==> config.mk <==
export PLATFORM = sky130hd
export DESIGN_NAME = interrupt_request_sequencer
export DESIGN_NICKNAME = d
export VERILOG_FILES = /design/src/rtl/irq_seq_pkg.sv /design/src/rtl/interrupt_request_sequencer.sv
export SDC_FILE = /design/constraint.sdc
export NUM_CORES = 1
export LEC_CHECK = 0
export ABC_AREA = 1
export BUFFER_PORTS_ARGS = -buffer_cell sky130_fd_sc_hd__buf_2
export CORE_UTILIZATION = 42
export DETAILED_ROUTE_END_ITERATION = 8
export HOLD_SLACK_MARGIN = 0.05
export PLACE_DENSITY_LB_ADDON = 0.05
export SLEW_MARGIN = 20
export SYNTH_ARGS = -nofsm -noshare
export SYNTH_HDL_FRONTEND = slang
export SYNTH_SLANG_ARGS = --single-unit
==> constraint.sdc <==
create_clock -name sys_clk -period 3.4 [get_ports sys_clk]
set_input_delay 0.34 -clock sys_clk [delete_from_list [all_inputs] [get_ports sys_clk]]
set_output_delay 0.34 -clock sys_clk [all_outputs]
set_load 0.01 [all_outputs]
==> src/rtl/irq_seq_pkg.sv <==
package irq_seq_pkg;

    // ==========================================================
    // Data memory addresses of the interrupt registers
    // ==========================================================
    localparam logic [7:0] ADDR_SOURCE_ENABLE_A   = 8'h50;
    localparam logic [7:0] ADDR_SOURCE_ENABLE_B   = 8'h51;
    localparam logic [7:0] ADDR_SOURCE_ENABLE_C   = 8'h52;
    localparam logic [7:0] ADDR_SOURCE_ENABLE_D   = 8'h53;
    localparam logic [7:0] ADDR_SOURCE_ENABLE_E   = 8'h54;
    localparam logic [7:0] ADDR_REQUEST_FLAGS_0   = 8'h55;
    localparam logic [7:0] ADDR_REQUEST_FLAGS_1   = 8'h56;
    localparam logic [7:0] ADDR_REQUEST_FLAGS_2   = 8'h57;
    localparam logic [7:0] ADDR_REQUEST_FLAGS_3   = 8'h58;
    localparam logic [7:0] ADDR_REQUEST_FLAGS_4   = 8'h59;
    localparam logic [7:0] ADDR_GLOBAL_ENABLE_REG = 8'hFF;

    // ==========================================================
    // Flattened request vector: bit = register * 4 + field bit
    // ==========================================================
    localparam int          NUM_SOURCES   = 20;
    localparam logic [19:0] REQ_IMPL_MASK = 20'hFCF97;
    localparam int          WATCHDOG_BIT  = 0;
    localparam logic [19:0] REQ_RESET     = 20'h00000;
    localparam logic [19:0] ENABLE_RESET  = 20'h00000;
    localparam logic        GLOBAL_EN_RESET = 1'b0;

    // ==========================================================
    // Program counter, vectors and call stack
    // ==========================================================
    localparam int          PC_W        = 16;
    localparam int          SP_W        = 4;
    localparam int          STACK_DEPTH = 16;
    localparam logic [15:0] VECTOR_BASE = 16'h0010;
    localparam logic [15:0] VECTOR_STEP = 16'h0002;
    localparam logic [3:0]  SP_RESET    = 4'h0;

    typedef enum logic [1:0] {
        ACT_IDLE   = 2'b00,
        ACT_ENTER  = 2'b01,
        ACT_RETURN = 2'b10
    } step_action_e;

    typedef struct packed {
        logic done;
        logic hold;
        logic enable_instr;
        logic disable_instr;
        logic normal_return_instr;
        logic nonmaskable_return_instr;
    } cpu_step_s;

    typedef struct packed {
        logic [3:0] port_b;
        logic [3:0] port_0;
        logic       melody_end_note;
        logic       watchdog_started;
        logic       watchdog_overflow;
        logic       port_e_pin_three;
        logic       tb_2hz;
        logic       tb_4hz;
        logic       tb_16hz;
        logic       tb_32hz;
        logic [3:0] timer_overflow;
        logic       carry_10hz;
        logic       shifter_done;
    } src_events_s;

endpackage

==> src/rtl/interrupt_request_sequencer.sv <==
`timescale 1ns/1ps
// Summary of operation
// - Five 4-bit request registers; events set bits at next instruction start.
// - Maskable request reaches CPU only with global and source enable set.
// - Watchdog request is taken regardless of any enable bit.
// - Software writing 1 to a request bit creates a pending request.
// - Acceptance clears that request bit and global enable; source enables kept.
// - Reset clears all request bits.
// - External source 0 (register 0 bit 2) comes from OR of port B.
// - Melody end note sets register 0 bit 1.
// - Watchdog overflow after start sets register 0 bit 0.
// - External source 5 (register 1 bit 3) comes from OR of port 0.
// - Falling edge of 128 Hz/4 kHz tap on port E pin 3 sets register 1 bit 0.
// - Timer 0..3 overflows set register 2 bits 0..3.
// - 10 Hz carry sets register 3 bit 3.
// - Shift register transfer done sets register 3 bit 2.
// - Falling edges of 2, 4, 16, 32 Hz set register 4 bits 3..0.
// - Entry pushes PC, increments stack pointer, loads start address.
// - Entry adds no machine cycles.
// - Returns take one cycle: pointer minus one, PC from stack plus one.
// - Normal return sets global enable; non-maskable return restores it.
// - No acceptance right after a hold-class instruction.
// - Among pending requests the lowest start address wins.
// - Global enable resets to 0, read only, changed by instructions and entry.
module interrupt_request_sequencer (
    input  wire logic                    sys_clk,
    input  wire logic                    sys_rst,
    input  wire logic                    clk_en,
    input  wire irq_seq_pkg::cpu_step_s  cpu_step,
    input  wire logic [15:0]             cpu_pc,
    input  wire irq_seq_pkg::src_events_s src_events,
    input  wire logic [7:0]              mem_addr,
    input  wire logic [3:0]              mem_wdata,
    input  wire logic                    mem_wr,
    input  wire logic                    mem_rd,
    output logic [3:0]                   mem_rdata,
    output logic                         pc_load,
    output logic [15:0]                  pc_value,
    output logic                         irq_accept,
    output logic [3:0]                   stack_ptr,
    output logic                         global_irq_enable
);

    // ==========================================================
    // Helpers
    // ==========================================================
    function automatic logic [4:0] lowest_set(input logic [19:0] v);
        logic [4:0] idx;
        idx = 5'd0;
        for (int i = irq_seq_pkg::NUM_SOURCES - 1; i >= 0; i--) begin
            if (v[i]) begin
                idx = 5'(i);
            end
        end
        return idx;
    endfunction

    // Start addresses grow with the flattened bit index
    function automatic logic [15:0] vector_of(input logic [4:0] idx);
        return irq_seq_pkg::VECTOR_BASE
             + 16'({11'h000, idx}) * irq_seq_pkg::VECTOR_STEP;
    endfunction

    function automatic logic [19:0] place4(input logic [19:0] cur,
                                           input int         grp,
                                           input logic [3:0] nib);
        logic [19:0] r;
        r = cur;
        r[grp*4 +: 4] = nib;
        return r;
    endfunction

    // ==========================================================
    // State
    // ==========================================================
    logic [19:0] request_flags;
    logic [19:0] next_request_flags;
    logic [19:0] source_enable;
    logic [19:0] next_source_enable;
    logic [19:0] event_latch;
    logic [19:0] next_event_latch;
    logic        saved_enable;
    logic        next_saved_enable;
    logic        next_global_irq_enable;
    logic        prev_port_b_or;
    logic        prev_port_0_or;
    logic [4:0]  prev_taps;
    logic [3:0]  next_mem_rdata;
    logic        next_pc_load;
    logic [15:0] next_pc_value;
    logic        next_irq_accept;
    logic [3:0]  next_stack_ptr;
    logic [15:0] call_stack [0:irq_seq_pkg::STACK_DEPTH-1];
    logic        stack_we;

    logic [19:0] raw_events;
    logic [19:0] eligible;
    logic [4:0]  winner;
    logic        port_b_or;
    logic        port_0_or;
    logic [4:0]  taps;
    logic [3:0]  ret_sp;
    irq_seq_pkg::step_action_e action;

    // ==========================================================
    // Event sources
    // ==========================================================
    assign port_b_or = |src_events.port_b;
    assign port_0_or = |src_events.port_0;
    assign taps = {src_events.port_e_pin_three, src_events.tb_2hz,
                   src_events.tb_4hz, src_events.tb_16hz,
                   src_events.tb_32hz};

    always_comb begin
        raw_events = 20'h00000;
        raw_events[0] = src_events.watchdog_started
                      & src_events.watchdog_overflow;
        raw_events[1] = src_events.melody_end_note;
        raw_events[2] = port_b_or & ~prev_port_b_or;
        raw_events[4] = prev_taps[4] & ~taps[4];
        raw_events[7] = port_0_or & ~prev_port_0_or;
        raw_events[11:8] = src_events.timer_overflow;
        raw_events[14] = src_events.shifter_done;
        raw_events[15] = src_events.carry_10hz;
        raw_events[19:16] = prev_taps[3:0] & ~taps[3:0];
        raw_events = raw_events & irq_seq_pkg::REQ_IMPL_MASK;
    end

    // Events wait here until the next instruction begins
    always_comb begin
        next_event_latch = (cpu_step.done ? 20'h00000 : event_latch)
                         | raw_events;
    end

    // ==========================================================
    // Acceptance decision at an instruction boundary
    // ==========================================================
    always_comb begin
        eligible = request_flags & source_enable
                 & {20{global_irq_enable}};
        eligible[irq_seq_pkg::WATCHDOG_BIT] =
            request_flags[irq_seq_pkg::WATCHDOG_BIT];
        winner = lowest_set(eligible);
        ret_sp = stack_ptr - 4'h1;
        action = irq_seq_pkg::ACT_IDLE;
        if (cpu_step.done) begin
            if (cpu_step.normal_return_instr
                || cpu_step.nonmaskable_return_instr) begin
                action = irq_seq_pkg::ACT_RETURN;
            end else if (!cpu_step.hold && (|eligible)) begin
                action = irq_seq_pkg::ACT_ENTER;
            end
        end
    end

    // ==========================================================
    // Request, enable and global enable registers
    // ==========================================================
    always_comb begin
        next_request_flags     = request_flags;
        next_source_enable     = source_enable;
        next_global_irq_enable = global_irq_enable;
        next_saved_enable      = saved_enable;
        if (mem_wr) begin
            case (mem_addr)
                irq_seq_pkg::ADDR_SOURCE_ENABLE_A: begin
                    next_source_enable = place4(source_enable, 0, mem_wdata);
                end
                irq_seq_pkg::ADDR_SOURCE_ENABLE_B: begin
                    next_source_enable = place4(source_enable, 1, mem_wdata);
                end
                irq_seq_pkg::ADDR_SOURCE_ENABLE_C: begin
                    next_source_enable = place4(source_enable, 2, mem_wdata);
                end
                irq_seq_pkg::ADDR_SOURCE_ENABLE_D: begin
                    next_source_enable = place4(source_enable, 3, mem_wdata);
                end
                irq_seq_pkg::ADDR_SOURCE_ENABLE_E: begin
                    next_source_enable = place4(source_enable, 4, mem_wdata);
                end
                // Writing 1 pends, writing 0 withdraws
                irq_seq_pkg::ADDR_REQUEST_FLAGS_0: begin
                    next_request_flags = place4(request_flags, 0, mem_wdata);
                end
                irq_seq_pkg::ADDR_REQUEST_FLAGS_1: begin
                    next_request_flags = place4(request_flags, 1, mem_wdata);
                end
                irq_seq_pkg::ADDR_REQUEST_FLAGS_2: begin
                    next_request_flags = place4(request_flags, 2, mem_wdata);
                end
                irq_seq_pkg::ADDR_REQUEST_FLAGS_3: begin
                    next_request_flags = place4(request_flags, 3, mem_wdata);
                end
                irq_seq_pkg::ADDR_REQUEST_FLAGS_4: begin
                    next_request_flags = place4(request_flags, 4, mem_wdata);
                end
                default: begin
                end
            endcase
        end
        next_source_enable = next_source_enable & irq_seq_pkg::REQ_IMPL_MASK;
        if (cpu_step.done) begin
            if (cpu_step.enable_instr) begin
                next_global_irq_enable = 1'b1;
            end else if (cpu_step.disable_instr) begin
                next_global_irq_enable = 1'b0;
            end
        end
        case (action)
            irq_seq_pkg::ACT_ENTER: begin
                next_request_flags[winner] = 1'b0;
                next_global_irq_enable = 1'b0;
                if (winner == 5'(irq_seq_pkg::WATCHDOG_BIT)) begin
                    next_saved_enable = global_irq_enable;
                end
            end
            irq_seq_pkg::ACT_RETURN: begin
                next_global_irq_enable =
                    cpu_step.nonmaskable_return_instr
                    ? saved_enable : 1'b1;
            end
            default: begin
            end
        endcase
        // A hardware set wins over any clear in the same cycle
        if (cpu_step.done) begin
            next_request_flags = next_request_flags | event_latch;
        end
        next_request_flags = next_request_flags & irq_seq_pkg::REQ_IMPL_MASK;
    end

    // ==========================================================
    // Program counter, call stack and read data
    // ==========================================================
    always_comb begin
        next_pc_load    = 1'b0;
        next_pc_value   = pc_value;
        next_irq_accept = 1'b0;
        next_stack_ptr  = stack_ptr;
        stack_we        = 1'b0;
        case (action)
            // Vector goes out on the next edge, before the next fetch
            irq_seq_pkg::ACT_ENTER: begin
                stack_we        = 1'b1;
                next_stack_ptr  = stack_ptr + 4'h1;
                next_pc_value   = vector_of(winner);
                next_pc_load    = 1'b1;
                next_irq_accept = 1'b1;
            end
            irq_seq_pkg::ACT_RETURN: begin
                next_stack_ptr = ret_sp;
                next_pc_value  = call_stack[ret_sp] + 16'h0001;
                next_pc_load   = 1'b1;
            end
            default: begin
            end
        endcase
        next_mem_rdata = 4'h0;
        if (mem_rd) begin
            case (mem_addr)
                irq_seq_pkg::ADDR_SOURCE_ENABLE_A: next_mem_rdata = source_enable[3:0];
                irq_seq_pkg::ADDR_SOURCE_ENABLE_B: next_mem_rdata = source_enable[7:4];
                irq_seq_pkg::ADDR_SOURCE_ENABLE_C: next_mem_rdata = source_enable[11:8];
                irq_seq_pkg::ADDR_SOURCE_ENABLE_D: next_mem_rdata = source_enable[15:12];
                irq_seq_pkg::ADDR_SOURCE_ENABLE_E: next_mem_rdata = source_enable[19:16];
                irq_seq_pkg::ADDR_REQUEST_FLAGS_0: next_mem_rdata = request_flags[3:0];
                irq_seq_pkg::ADDR_REQUEST_FLAGS_1: next_mem_rdata = request_flags[7:4];
                irq_seq_pkg::ADDR_REQUEST_FLAGS_2: next_mem_rdata = request_flags[11:8];
                irq_seq_pkg::ADDR_REQUEST_FLAGS_3: next_mem_rdata = request_flags[15:12];
                irq_seq_pkg::ADDR_REQUEST_FLAGS_4: next_mem_rdata = request_flags[19:16];
                irq_seq_pkg::ADDR_GLOBAL_ENABLE_REG: begin
                    next_mem_rdata = {3'b000, global_irq_enable};
                end
                default: next_mem_rdata = 4'h0;
            endcase
        end
    end

    // ==========================================================
    // Registers
    // ==========================================================
    always_ff @(posedge sys_clk) begin
        if (sys_rst) begin
            request_flags     <= irq_seq_pkg::REQ_RESET;
            source_enable     <= irq_seq_pkg::ENABLE_RESET;
            event_latch       <= irq_seq_pkg::REQ_RESET;
            global_irq_enable <= irq_seq_pkg::GLOBAL_EN_RESET;
            saved_enable      <= irq_seq_pkg::GLOBAL_EN_RESET;
            prev_port_b_or    <= 1'b0;
            prev_port_0_or    <= 1'b0;
            prev_taps         <= 5'h00;
            mem_rdata         <= 4'h0;
            pc_load           <= 1'b0;
            pc_value          <= 16'h0000;
            irq_accept        <= 1'b0;
            stack_ptr         <= irq_seq_pkg::SP_RESET;
        end else if (clk_en) begin
            request_flags     <= next_request_flags;
            source_enable     <= next_source_enable;
            event_latch       <= next_event_latch;
            global_irq_enable <= next_global_irq_enable;
            saved_enable      <= next_saved_enable;
            prev_port_b_or    <= port_b_or;
            prev_port_0_or    <= port_0_or;
            prev_taps         <= taps;
            mem_rdata         <= next_mem_rdata;
            pc_load           <= next_pc_load;
            pc_value          <= next_pc_value;
            irq_accept        <= next_irq_accept;
            stack_ptr         <= next_stack_ptr;
        end
    end

    // Stack contents need no reset; the pointer guards them
    always_ff @(posedge sys_clk) begin
        if (clk_en && stack_we && !sys_rst) begin
            call_stack[stack_ptr] <= cpu_pc;
        end
    end

endmodule

==> flow_metrics.py <==
metrics = {
    "outcome": {
        "status": "finished clean",
    },
    "yosys": {
        "synth_compound_area_share_pct": 10.05,
        "synth_warnings": 0,
        "synthTopCellsByCount": "nand2_1 (297), edfxtp_1 (256), nor2_1 (241)",
        "synth_largest_area_cell": "edfxtp_1",
        "ys_ff_latch": 336,
        "synthesis.nets": 1606,
        "netlist_area_sq_um": 14850,
        "ys.flop_type": "edfxtp_1",
        "synth.avg_cell_area_sq_um": 9.683,
        "synthCells": 1534,
        "synth_edf_count": 256,
        "synth.distinct_cells": 48,
        "yosysMostFrequentCell": "nand2_1",
        "synthTopCellsByArea": "edfxtp_1 (52%), dfxtp_1 (11%), nand2_1 (7.5%)",
        "synth_top_area_share_pct": 51.76,
        "synthMuxAreaShare_pct": 0,
        "ys_async_sr_fraction_pct": 0,
        "seq_area_frac_synth_pct": 62.54,
        "synthAdderAreaFrac_pct": 0.9266,
        "synth_top_family_by_area": "simple AND/OR/NAND/NOR gates",
        "synth_xor_area_share_pct": 0.3538,
        "synthSimpleGateAreaFrac_pct": 21.19,
    },
    "clocking": {
        "insertion_delay_ps": 550,
        "cts_setup_buffers": 0,
        "numCtsBuffers": 39,
        "cts_tree": "yes",
        "cts_root_buf": "clkbuf_16",
        "clock_path_buffers": 3,
        "cts.sinks": 336,
        "clkTransAtPathRegs_ps": 60,
        "htreeDepth": 2,
    },
    "global_route": {
        "grt_pass1_wl_mm": 65.41,
        "grt_start_max_net_pins": 132,
        "grt_pass1_vias": 10640,
        "grt_use_total_pct": 24.20,
        "gr-total-overflow": 0,
        "antenna_found_initial": 1,
    },
    "timing": {
        "tns_ps": 0,
        "worst_slack_ps": 285.0,
        "period_share_pct": 91.62,
        "hold_violations": 0,
        "fin_skew_ps": 27.01,
        "setup_viol": 0,
        "maxSlewHeadroom_pct": 48.16,
        "rsz0062_at_grt": "false",
        "final_max_slew_viol_count": 0,
        "fin_crit_ps": 3115,
        "tightestPinTransition_ps": 777.6,
        "max_freq_ghz": 0.3210,
    },
    "route": {
        "drt_iter0_drc": 1070,
        "route.detailed.drc": 0,
        "via_count": 11380,
        "antenna_left": 0,
        "dr.pass1.iters": 5,
        "routed_via_density": 5.330,
        "wl_per_cell_um": 20.21,
        "drt-total-wl_mm": 43.16,
    },
    "floorplanning": {
        "rows": 68,
        "die_area_sq_um": 36120,
        "die_y_um": 190.1,
        "dieWidth_um": 190.1,
        "ios": 88,
        "core_area_sq_um": 34630,
        "start_util_pct": 42.89,
    },
    "critical_path": {
        "rrSetupSlack_ps": 290,
        "cpMostUsedCell": "nand2_1",
        "cp-start-kind": "flop",
        "reg2reg_to": "call_stack[8][5]",
        "r2r_cells": 14,
        "r2r_start": "global_irq_enable",
        "critPathArrivalTime_ps": 3340,
        "path_class": "flop to flop",
        "crit_required_ps": 3620,
        "crit_slowest_cell": "dfxtp_2",
        "slowest_delay_ps": 490,
        "critPathMaxFanout": 16,
        "endpoint_kind": "flop",
        "worstPathCellList": "nand3_1 -> nand2_1 -> inv_1 -> nand4_1 -> inv_1 -> a31oi_1 -> nand2_1 -> nor2_1 -> ha_1 -> nand2_1 -> nor2_1 -> nand2_1 -> nor2_2 -> buf_4",
    },
    "place": {
        "dp_hpwl_mm": 28.66,
        "dpl_worst_slack_ps": 164.7,
        "gp_congestion": 0.9032,
        "io_buffers": 87,
    },
    "power_and_ir_drop": {
        "p_per_area_nw_per_um2": 559.4,
        "power.total_w": 0.009717,
        "vdd_ir_drop_max_v": 0.0003621,
        "leakage_nw": 6.453,
    },
    "hold_path": {
        "min_path_cells": 3,
        "min_to": "event_latch[15]",
        "hold_class": "input pin to flop",
        "hp-start": "src_events[1]",
    },
    "layout": {
        "multiInputGateArea_sq_um": 4885,
        "nets": 1722,
        "utilization_pct": 50.16,
        "drive_gt1_share_pct": 14.95,
        "seq_area_sq_um": 9294,
        "fillers": 3244,
        "area_growth_pct": 16.95,
    },
    "job": {
        "drv_cap": 0,
    },
}
-- logic make-up (layout without fill, tap and decap cells) --
family / Yosys count / in the layout
other cells: 0 / 1
simple gates: 741 / 741
buf+inv: 177 / 322
xor+xnor: 3 / 3
fa+ha+maj: 11 / 11
flops: 336 / 336
compound gates: 266 / 266
-- power by group --
group / internal [W] / switching (W)
Sequential: 0.00444 / 0.0000284
Combinational: 0.000354 / 0.000829
Clock: 0.00238 / 0.00169
Total: 0.00717 / 0.00254
-- stage by stage --
step / hold slack, ps / area (sq um) / instances
floorplan: 437.2 / 14850 / 1534
global placement: 446.7 / 16090 / 2060
detailed placement: 450.6 / 16090 / 2060
CTS: 50.50 / 17370 / 2134
global route: 64.19 / 17370 / 2134
finish: 69.35 / 17370 / 2135
-- flip-flops by register name, indices dropped and copies added, names as in the netlist, 4 cells and up --
name,flops
prev_taps,5
mem_rdata,4
source_enable,15
call_stack,256
stack_ptr,4
event_latch,15
request_flags,15
pc_value,16
-- area by class of cell --
type,instances,share of cell area [%]
tap,455,3.277
antenna,1,0.01441
timing repair buffer,148,5.705
inverter,104,2.269
clock inverter,23,1.016
multi-input combinational,1021,28.12
sequential,336,53.50
clock buffer,47,6.094
-- metal layers --
| layer | track usage [%] | up-vias | part of all wire [%] |
|---|---|---|---|
| met5 | 0 | - | 0 |
| met1 | 35.91 | 5493 | 47 |
| met2 | 36.96 | 298 | 45 |
| met4 | 6.048 | 0 | 1.9 |
| met3 | 3.579 | 59 | 5.5 |
| li1 | - | 5529 | - |
-- critical path: cells and delay by family (launching register included) --
kind                     cells  cell delay, ps
buffers and inverters        3             390
flip-flops                   1             490
AO/OA/AOI/OAI                1             160
AND/OR/NAND/NOR              9            1520
adder cells (fa/ha/maj)      1             240
-- how the worst max path moves through the flow --
stage | startpoint | end | slack (ps)
floorplan | stack_ptr[0] | pc_value[14] | 190
global placement | global_irq_enable | call_stack[8][3] | 270
detailed placement | global_irq_enable | call_stack[8][3] | 160
CTS | global_irq_enable | call_stack[8][5] | 150
global route | global_irq_enable | call_stack[10][3] | 80
finish | global_irq_enable | call_stack[8][5] | 290
-- timing repair --
item | CTS | global route
gates resized for setup | 0 | 1
hold endpoints to repair | 4 | 0
hold buffers | 4 | 0
endpoints found under the setup margin | 0 | 255
-- cell usage in the layout (no fill, tap or decap), drive strengths merged, types with 2 or more instances in the layout --
| master | instances |
|---|---|
| a211oi | 7 |
| a21oi | 87 |
| a221oi | 2 |
| a22oi | 6 |
| a31oi | 8 |
| a32o | 2 |
| buf | 144 |
| bufinv | 2 |
| clkbuf | 47 |
| clkinv | 19 |
| dfxtp | 80 |
| dlygate4sd3 | 4 |
| edfxtp | 256 |
| ha | 11 |
| inv | 105 |
| nand2 | 303 |
| nand3 | 168 |
| nand4 | 10 |
| nor2 | 247 |
| nor3 | 10 |
| o211ai | 16 |
| o21ai | 121 |
| o221ai | 2 |
| o22ai | 6 |
| o41ai | 2 |
| or2 | 2 |
| xnor2 | 2 |
Note: power is estimated with default switching activity, not from simulation.
